==> config.mk <==
export PLATFORM = sky130hd
export DESIGN_NAME = serial_adc_mux_interface
export DESIGN_NICKNAME = d
export VERILOG_FILES = /design/src/verilog/serial_adc_pkg.sv /design/src/verilog/result_fifo.sv /design/src/verilog/serial_adc_mux_interface.sv
export SDC_FILE = /design/constraint.sdc
export NUM_CORES = 1
export LEC_CHECK = 0
export BUFFER_PORTS_ARGS = -buffer_cell sky130_fd_sc_hd__buf_2
export CAP_MARGIN = 20
export CORE_MARGIN = 1.5
export CORE_UTILIZATION = 35
export CTS_BUF_LIST = sky130_fd_sc_hd__clkbuf_8
export CTS_CLUSTER_DIAMETER = 60
export DETAILED_ROUTE_END_ITERATION = 7
export SLEW_MARGIN = 20
export SYNTH_ARGS = -nofsm -noshare
export SYNTH_HDL_FRONTEND = slang
export SYNTH_HIERARCHICAL = 1
export SYNTH_SLANG_ARGS = --single-unit
==> constraint.sdc <==
create_clock -name clock -period 10.1 [get_ports clock]
set_input_delay 0.505 -clock clock [delete_from_list [all_inputs] [get_ports clock]]
set_output_delay 0.505 -clock clock [all_outputs]
set_load 0.01 [all_outputs]
==> src/verilog/serial_adc_pkg.sv <==
// Package: constants for the serial converter interface
package serial_adc_pkg;
   localparam int clock_period_ns = 25;
   localparam int exchange_bits = 8;
   localparam int address_bits = 5;
   localparam int conv_min_cycles = 26;
   localparam int conv_max_cycles = 32;
   localparam int conv_cycles = conv_max_cycles;
   localparam int phase_divide = 20;
   localparam int setup_phase_cycles = 4;
   localparam logic [4:0] last_channel_code = 5'h12;
   localparam logic [4:0] check_voltage_code = 5'h13;
   localparam logic [1:0] test_mode_prefix = 2'h3;
   localparam logic [4:0] addr_reset = 5'h00;
   localparam logic [7:0] result_reset = 8'h00;
   localparam int fifo_width = 8;
   localparam int fifo_depth = 16;
endpackage

==> src/verilog/result_fifo.sv <==
// Parameterised FIFO with valid and ready on both sides
`timescale 1ns/1ps
module result_fifo #(
   parameter int width = 8,
   parameter int depth = 16
) (
   input wire logic clock,
   input wire logic rstn,
   input wire logic in_valid,
   output logic in_ready,
   input wire logic [width-1:0] in_data,
   output logic out_valid,
   input wire logic out_ready,
   output logic [width-1:0] out_data
);
   localparam int aw = $clog2(depth);
   logic [width-1:0] mem [depth];
   logic [aw:0] wp_reg, wp_next, rp_reg, rp_next;
   logic push, pop;

   always_comb begin
      in_ready = (wp_reg - rp_reg) != (aw+1)'(depth);
      out_valid = wp_reg != rp_reg;
      out_data = mem[rp_reg[aw-1:0]];
      push = in_valid && in_ready;
      pop = out_valid && out_ready;
      wp_next = push ? wp_reg + 1'b1 : wp_reg;
      rp_next = pop ? rp_reg + 1'b1 : rp_reg;
   end

   always_ff @(posedge clock or negedge rstn) begin
      if (!rstn) begin
         wp_reg <= '0;
         rp_reg <= '0;
      end else begin
         wp_reg <= wp_next;
         rp_reg <= rp_next;
      end
   end

   // Storage has no reset; pointers guard it
   always_ff @(posedge clock) begin
      if (push) begin
         mem[wp_reg[aw-1:0]] <= in_data;
      end
   end
endmodule

==> src/verilog/serial_adc_mux_interface.sv <==
// Serial control, channel decode and conversion sequencing of the converter
`timescale 1ns/1ps
//////////////////////////////////////////////////////////////////////////////
// Functional notes
// - With select high, serial input, output and clock are ignored or off.
// - Address captured on rising serial edges, result on falling; eight cycles.
// - Select pulses shorter than one conversion clock are ignored.
// - Select falling edge recognised two to three conversion clocks later.
// - Select falling edge drives the previous result MSB at once.
// - First rising serial edge accepted only after a setup delay.
// - First five cycles load the address; last three sample.
// - Decode address into channels, check voltage, none, or test mode.
// - Remaining seven result bits go out on next seven falling edges.
// - Eighth falling edge starts a conversion of 26 to 32 clocks.
// - Select high during conversion releases output; conversion continues.
// - Select low through conversion waits, then starts the next exchange.
// - A recognised select strobe aborts and starts a fresh exchange.
// - After an abort, output data invalid until one full conversion.
// - Result survives select high during conversion until it ends.
// - Each completed read-out consumes the result; a new conversion follows.
module serial_adc_mux_interface (
   input wire logic clock,
   input wire logic rstn,
   input wire logic select_n,
   input wire logic serial_clock,
   input wire logic serial_address_in,
   output logic serial_data_out,
   output logic serial_data_oe,
   input wire logic [7:0] sample_value,
   output logic [4:0] channel_select,
   output logic channel_enable,
   output logic check_voltage_select,
   output logic logic_test_mode,
   output logic sampling,
   output logic result_valid,
   output logic [7:0] result_data,
   input wire logic result_ready
);
   typedef enum logic [3:0] {
      st_idle = 4'h1,
      st_shift = 4'h2,
      st_convert = 4'h4,
      st_hold = 4'h8
   } state_t;

   //////////////////////////////////////////////////////////////////////////
   // Pin synchronisers
   logic [1:0] cs_sync_reg, sck_sync_reg, di_sync_reg;
   logic sck_last_reg, cs_last_reg;
   always_ff @(posedge clock or negedge rstn) begin
      if (!rstn) begin
         cs_sync_reg <= 2'h3;
         sck_sync_reg <= 2'h0;
         di_sync_reg <= 2'h0;
         sck_last_reg <= 1'b0;
         cs_last_reg <= 1'b1;
      end else begin
         cs_sync_reg <= {cs_sync_reg[0], select_n};
         sck_sync_reg <= {sck_sync_reg[0], serial_clock};
         di_sync_reg <= {di_sync_reg[0], serial_address_in};
         sck_last_reg <= sck_sync_reg[1];
         cs_last_reg <= cs_sync_reg[1];
      end
   end
   logic cs_raw, sck_rise, sck_fall, di_bit;
   assign cs_raw = cs_sync_reg[1];
   assign sck_rise = sck_sync_reg[1] && !sck_last_reg;
   assign sck_fall = !sck_sync_reg[1] && sck_last_reg;
   assign di_bit = di_sync_reg[1];

   //////////////////////////////////////////////////////////////////////////
   // Conversion clock enable from divider
   logic [4:0] div_reg, div_next;
   logic phase_tick;
   always_comb begin
      phase_tick = div_reg == 5'(serial_adc_pkg::phase_divide - 1);
      div_next = phase_tick ? 5'h00 : div_reg + 5'h01;
   end
   always_ff @(posedge clock or negedge rstn) begin
      if (!rstn) begin
         div_reg <= 5'h00;
      end else begin
         div_reg <= div_next;
      end
   end

   //////////////////////////////////////////////////////////////////////////
   // Select filter on conversion clock ticks
   logic [1:0] cs_stage_reg, cs_stage_next;
   logic cs_filt_reg, cs_filt_next;
   always_comb begin
      cs_stage_next = cs_stage_reg;
      cs_filt_next = cs_filt_reg;
      if (phase_tick) begin
         cs_stage_next = {cs_stage_reg[0], cs_raw};
         // Level must persist two ticks, rejects sub-period spikes
         if (cs_stage_reg[1] == cs_stage_reg[0]) begin
            cs_filt_next = cs_stage_reg[1];
         end
      end
   end
   always_ff @(posedge clock or negedge rstn) begin
      if (!rstn) begin
         cs_stage_reg <= 2'h3;
         cs_filt_reg <= 1'b1;
      end else begin
         cs_stage_reg <= cs_stage_next;
         cs_filt_reg <= cs_filt_next;
      end
   end
   logic cs_filt_last_reg;
   always_ff @(posedge clock or negedge rstn) begin
      if (!rstn) begin
         cs_filt_last_reg <= 1'b1;
      end else begin
         cs_filt_last_reg <= cs_filt_reg;
      end
   end
   logic cs_recognised;
   assign cs_recognised = cs_filt_last_reg && !cs_filt_reg;

   //////////////////////////////////////////////////////////////////////////
   // Exchange and conversion sequencer
   state_t state_reg, state_next;
   logic [3:0] bit_reg, bit_next;
   logic [7:0] shift_reg, shift_next;
   logic [7:0] result_reg, result_next;
   logic [4:0] addr_reg, addr_next;
   logic [5:0] cnt_reg, cnt_next;
   logic [2:0] setup_reg, setup_next;
   logic good_reg, good_next;
   logic dout_reg, dout_next;
   logic oe_reg, oe_next;
   logic push_reg, push_next;
   logic fifo_ready;

   always_comb begin
      state_next = state_reg;
      bit_next = bit_reg;
      shift_next = shift_reg;
      result_next = result_reg;
      addr_next = addr_reg;
      cnt_next = cnt_reg;
      setup_next = setup_reg;
      good_next = good_reg;
      dout_next = dout_reg;
      oe_next = !cs_raw;
      push_next = 1'b0;
      // Edge taken after the second stage only, never from the first
      if (cs_last_reg && !cs_raw) begin
         // Raw falling select edge shows the MSB before filtering settles
         dout_next = result_reg[7];
      end
      case (state_reg)
         st_idle: begin
            if (cs_recognised) begin
               state_next = st_shift;
            end
         end
         st_shift: begin
            if (phase_tick && setup_reg != 3'(serial_adc_pkg::setup_phase_cycles)) begin
               setup_next = setup_reg + 3'h1;
            end
            // Setup gate on rising edges
            if (!cs_raw && sck_rise
                && setup_reg == 3'(serial_adc_pkg::setup_phase_cycles)) begin
               if (bit_reg < 4'(serial_adc_pkg::address_bits)) begin
                  addr_next = {addr_reg[3:0], di_bit};
               end
            end
            if (!cs_raw && sck_fall
                && setup_reg == 3'(serial_adc_pkg::setup_phase_cycles)) begin
               bit_next = bit_reg + 4'h1;
               shift_next = {shift_reg[6:0], 1'b0};
               dout_next = shift_reg[6];
               if (bit_reg == 4'(serial_adc_pkg::exchange_bits - 1)) begin
                  state_next = st_convert;
                  cnt_next = 6'h00;
                  if (good_reg && fifo_ready) begin
                     push_next = 1'b1;
                  end
               end
            end
         end
         st_convert: begin
            if (phase_tick) begin
               cnt_next = cnt_reg + 6'h01;
            end
            // Fixed worst-case length, inside the 26 to 32 window
            if (phase_tick && cnt_reg == 6'(serial_adc_pkg::conv_cycles - 1)) begin
               result_next = sample_value;
               good_next = 1'b1;
               state_next = cs_raw ? st_idle : st_hold;
            end
         end
         st_hold: begin
            state_next = st_shift;
         end
         default: begin
            state_next = st_idle;
         end
      endcase
      if (state_reg == st_hold || (state_reg == st_idle && cs_recognised)) begin
         bit_next = 4'h0;
         shift_next = result_reg;
         dout_next = result_reg[7];
         setup_next = (state_reg == st_hold)
            ? 3'(serial_adc_pkg::setup_phase_cycles) : 3'h0;
      end
      if (cs_recognised && state_reg != st_idle) begin
         state_next = st_shift;
         bit_next = 4'h0;
         shift_next = result_reg;
         setup_next = 3'h0;
         good_next = 1'b0;
      end
   end

   always_ff @(posedge clock or negedge rstn) begin
      if (!rstn) begin
         state_reg <= st_idle;
         bit_reg <= 4'h0;
         shift_reg <= serial_adc_pkg::result_reset;
         result_reg <= serial_adc_pkg::result_reset;
         addr_reg <= serial_adc_pkg::addr_reset;
         cnt_reg <= 6'h00;
         setup_reg <= 3'h0;
         good_reg <= 1'b0;
         dout_reg <= 1'b0;
         oe_reg <= 1'b0;
         push_reg <= 1'b0;
      end else begin
         state_reg <= state_next;
         bit_reg <= bit_next;
         shift_reg <= shift_next;
         result_reg <= result_next;
         addr_reg <= addr_next;
         cnt_reg <= cnt_next;
         setup_reg <= setup_next;
         good_reg <= good_next;
         dout_reg <= dout_next;
         oe_reg <= oe_next;
         push_reg <= push_next;
      end
   end

   //////////////////////////////////////////////////////////////////////////
   // Address decode
   logic [4:0] chan_reg, chan_next;
   logic en_reg, en_next, chk_reg, chk_next, tst_reg, tst_next, smp_reg, smp_next;
   always_comb begin
      chan_next = addr_reg;
      en_next = addr_reg <= serial_adc_pkg::last_channel_code;
      chk_next = addr_reg == serial_adc_pkg::check_voltage_code;
      tst_next = addr_reg[4:3] == serial_adc_pkg::test_mode_prefix;
      smp_next = state_reg == st_shift
         && bit_reg >= 4'(serial_adc_pkg::address_bits);
   end
   always_ff @(posedge clock or negedge rstn) begin
      if (!rstn) begin
         chan_reg <= serial_adc_pkg::addr_reset;
         en_reg <= 1'b0;
         chk_reg <= 1'b0;
         tst_reg <= 1'b0;
         smp_reg <= 1'b0;
      end else begin
         chan_reg <= chan_next;
         en_reg <= en_next;
         chk_reg <= chk_next;
         tst_reg <= tst_next;
         smp_reg <= smp_next;
      end
   end

   //////////////////////////////////////////////////////////////////////////
   // Result stream; a full FIFO drops the result rather than stall the pins
   logic fifo_valid;
   logic [7:0] fifo_data;
   logic rv_reg, rv_next;
   logic [7:0] rd_reg, rd_next;
   result_fifo #(
      .width(serial_adc_pkg::fifo_width),
      .depth(serial_adc_pkg::fifo_depth)
   ) u_fifo (
      .clock(clock),
      .rstn(rstn),
      .in_valid(push_reg),
      .in_ready(fifo_ready),
      .in_data(result_reg),
      .out_valid(fifo_valid),
      // Pop exactly when the output stage loads, else the head repeats
      .out_ready(!rv_reg || result_ready),
      .out_data(fifo_data)
   );
   always_comb begin
      rv_next = rv_reg;
      rd_next = rd_reg;
      if (!rv_reg || result_ready) begin
         rv_next = fifo_valid;
         rd_next = fifo_data;
      end
   end
   always_ff @(posedge clock or negedge rstn) begin
      if (!rstn) begin
         rv_reg <= 1'b0;
         rd_reg <= serial_adc_pkg::result_reset;
      end else begin
         rv_reg <= rv_next;
         rd_reg <= rd_next;
      end
   end

   assign serial_data_out = dout_reg;
   assign serial_data_oe = oe_reg;
   assign channel_select = chan_reg;
   assign channel_enable = en_reg;
   assign check_voltage_select = chk_reg;
   assign logic_test_mode = tst_reg;
   assign sampling = smp_reg;
   assign result_valid = rv_reg;
   assign result_data = rd_reg;

   //////////////////////////////////////////////////////////////////////////
   // Checks
   a_output_release: assert property (@(posedge clock) disable iff (!rstn)
      cs_raw |=> !serial_data_oe) else $error("output driven with select high");
   a_test_decode: assert property (@(posedge clock) disable iff (!rstn)
      addr_reg[4:3] == 2'h3 |=> logic_test_mode) else $error("test mode missed");
   a_channel_decode: assert property (@(posedge clock) disable iff (!rstn)
      addr_reg == 5'h13 |=> check_voltage_select && !channel_enable)
      else $error("check voltage decode wrong");
   a_conv_length: assert property (@(posedge clock) disable iff (!rstn)
      $rose(state_reg == st_convert) && !cs_recognised |-> (state_reg == st_convert)[*8])
      else $error("conversion ended early");
   a_conv_bound: assert property (@(posedge clock) disable iff (!rstn)
      state_reg == st_convert |-> cnt_reg <= 6'h20) else $error("conversion overran");
   a_abort_fresh: assert property (@(posedge clock) disable iff (!rstn)
      cs_recognised |=> state_reg == st_shift && bit_reg == 4'h0)
      else $error("abort did not restart");
   a_abort_invalid: assert property (@(posedge clock) disable iff (!rstn)
      cs_recognised && state_reg != st_idle |=> !good_reg)
      else $error("data still valid after abort");
   a_setup_gate: assert property (@(posedge clock) disable iff (!rstn)
      state_reg == st_shift && setup_reg != 3'h4 |=> $stable(addr_reg))
      else $error("address taken before setup");
   a_filter_spike: assert property (@(posedge clock) disable iff (!rstn)
      $fell(cs_filt_reg) |-> cs_stage_reg[1] == 1'b0)
      else $error("filter passed spike");
   a_msb_first: assert property (@(posedge clock) disable iff (!rstn)
      state_reg == st_hold |=> serial_data_out == shift_reg[7])
      else $error("msb not presented");
endmodule

==> metrics.md <==
| Metric | Value |
|---|---|
| Status | finished clean |
| Post-synth cell types | around 70 |
| Drt first pass iters | 5 |
| Overall die width | around 160 um |
| Die height | between 150 and 200 um |
| Dominant cells by area after synthesis | edfxtp_1 42%, dfrtp_1 21%, mux4_2 7.9% |
| Vias | between 5000 and 6000 |
| Pwr dens | between 200 and 250 nW/um2 |
| Clk sinks | 214 |
| Post-CTS Resized | 0 |
| Signal arrival time at the worst endpoint | approximately 4.4 ns |
| Most common cell after layout, fill and taps aside | edfxtp_1 |
| Area delta synth->final | 13.4% |
| Pint | between 1.5 and 2 mW |
| Drt drc | 0 |
| Clock share of power | 36.1% |
| Final GP Congestion | around 0.85 |
| CP bufs+invs | 1 |
| Largest net degree at the start of global routing | 74 |
| Initial antenna violation count | 0 |
| Number of synthesized register bits | 214 |
| Critical path class | reg2reg |
| Vias/cell | approximately 5.2 |
| First DRT Iteration DRCs | between 400 and 500 |
| Fmax | about 230 MHz |
| # rows | 58 |
| Net Sw Power | ~0.58 mW |
| Critical Path Source Type | flop |
| # port buffers | 33 |
| Most frequent cells in the layout | 128 x edfxtp_1, 77 x dfrtp_1, 64 x nand2_1 |
| Relative slew slack | 29.3% |
| Cts bufs inserted | 36 |
| Yosys warns | 6 |
| Final setup vio count | 0 |
| Number of flip-flops in the largest register | ~130 |
| Max stage delay on crit path | roughly 1.0 ns |
| Nets | between 600 and 700 |
| Ports | 34 |
| Post-Syn Area | a little over 9000 um2 |
| Area share of the largest cell type after synthesis | between 40 and 50% |
| Worst VDD drop | between 150 and 200 uV |
| Worst skew pair latency | between 0.5 and 0.6 ns |
| CTS H-tree depth | 2 |
| Root Driver | clkbuf_8 |
| Maximum Capacitance Violations | 0 |
| Most used DFF post-synth | edfxtp_1 |
| EDFF count, synth | 128 |
| Crit-path cells | clkinv_1 > ha_1 > nand2_1 > o21ba_1 > o211ai_2 > a21oi_4 > nor3_1 |
| Worst EP required | between 10 and 15 ns |
| Antenna cells | 0 |
| Fin Clk Skew | around 0.026 ns |
| Vias in the first global route | approximately 5400 |
| Post-synth net total | 627 |
| Placed cell area | about 9600 um2 |
| DP Wirelength | 13000 um |
| Initial Util | 35.9% |
| Global-route wire length before repair | roughly 31000 um |
| Wire per inst | around 20 um |
| Clk slew on worst S/H paths | about 0.060 ns |
| Critical path capture point type | flop |
| Post-Syn Instances | between 500 and 600 |
| Crit path max-delay cell type | dfrtp_1 |
| CP top delay family | flip-flops |
| Grt ovf | 0 |
| Final setup TNS | 0 ns |
| Worst-margin pin slew | ~1.1 ns |
| Final Hold Fails | 0 |
| Logic gate share of total power | 13.8% |
| Final antenna-violating net count | 0 |
| Share of layout cells above drive strength 1 | ~25% |
| Leak | between 3 and 4 nW |
| Slew Viols, Final | 0 |
| Asr flop ratio synth | about 40% |
| Global Route Usage Sum | between 10% and 20% |
| Sequential share of the synthesized area | between 60% and 70% |
| Post-route cell area | 10300 um2 |
| Final Util | between 40% and 50% |
| Syn_area_per_cell | approximately 15 um2 |
| CORE AREA | ~25000 um2 |
| Part of the power in registers | about half |
| Sw frac | between 20 and 30% |
| CP Max Fanout | 28 |
| Clock buffer depth | 3 |
| Final wirelength | 20000 um |
| Yosys top cell by area | edfxtp_1 |
| Final period util | a little over two fifths |
| Hold Crit Class | in2reg |
| Full die area | 27000 um2 |
| Final min period | about 4.3 ns |
| CTS tree | built |
| RSZ-0062 raised after global routing | no |
-- final cells by class --
class,count,area [um2]
Clock buffer,39,537
Inverter,17,63.8
Timing Repair Buffer,40,218
Tap cell,330,413
Clock inverter,25,170
Fill cell,2270,15000
Multi-Input combinational cell,340,2900
Sequential cell,214,6010
-- stage by stage --
stage	setup slack, ns	std cells	hold slack [ns]	total power, mW
after floorplan	6.82	597	0.209	1.27
after global placement	5.97	938	0.338	1.33
after detailed placement	5.55	938	0.340	1.34
after CTS	5.51	1003	0.0471	2.09
after global routing	5.53	1005	0.0531	2.17
final	5.80	1005	0.0849	2.08
-- kinds of logic (layout without fill, tap and decap cells) --
family	count (synthesis)	count (layout)	synth area share, %
XOR/XNOR	12	12	1.24
flip-flops	214	214	66.1
AO/OA/AOI/OAI	66	66	5.13
AND/OR/NAND/NOR	179	179	11.0
buffers and inverters	43	121	2.28
multiplexers	67	67	12.1
adder cells (fa/ha/maj)	16	16	2.20
-- final timing paths --
check                                 startpoint  slack (ns)  cells past startpoint           endpoint
max in group asynchronous                   rstn        8.55                      3      result_reg[7]
worst max register to register  u_fifo/rp_reg[2]        5.80                      7  u_fifo/mem[11][1]
worst max-delay path            u_fifo/rp_reg[2]        5.80                      7  u_fifo/mem[11][1]
worst min register to register   sck_sync_reg[0]        0.35                      0    sck_sync_reg[1]
min in group asynchronous                   rstn        0.39                      2       result_valid
worst min-delay path                    select_n        0.08                      1     cs_sync_reg[0]
-- per-layer routing --
metal  vias up  part of all wire, %  global-route usage, %
met5         -                    0                      0
met4         0                  2.5                   5.54
met3        43                  6.0                   3.23
met2       173                   48                   25.4
met1      2660                   43                   20.1
li1       2368                    -                      -
-- cell usage after synthesis, types with 3 or more instances --
library cell and count:
dfstp_2 8, mux2i_1 14, a211o_1 3, edfxtp_1 128, buf_2 7, and3b_1 3
nor2b_1 6, nor4_1 6, mux2_2 20, nor4b_1 3, mux4_2 32, clkbuf_1 10
nand2_1 64, buf_4 4, a21oi_1 10, nor3_1 16, nand3_1 14, nor3b_1 3
ha_1 16, o21ai_0 17, nor2_1 15, and3_1 12, and2_1 5, nand2b_1 10
nand4_1 4, a21o_1 3, dfrtp_1 78, xnor2_1 9, inv_1 14, or3_1 3
a31oi_1 11, buf_6 3
-- power by group through the flow --
stage	registers, mW	logic, mW	clock network [mW]
5_1_grt	1.05	0.313	0.810
6_report	1.04	0.287	0.750
2_1_floorplan	0.983	0.290	0
3_5_place_dp	1.06	0.285	0
4_1_cts	1.04	0.287	0.769
3_3_place_gp	1.05	0.279	0
-- worst reg2reg max path: stages (launching register included) --
cell	delay, ns
dfrtp_1	1.04
clkinv_1	0.53
ha_1	0.50
nand2_1	0.13
o21ba_1	0.18
o211ai_2	0.36
a21oi_4	0.27
nor3_1	0.91
-- what timing repair did --
action	4_1_cts	5_1_grt
setup endpoints to repair	0	0
setup buffers	0	0
hold buffers	1	0
hold endpoints to repair	13	0
(Power assumes the default switching activity.)
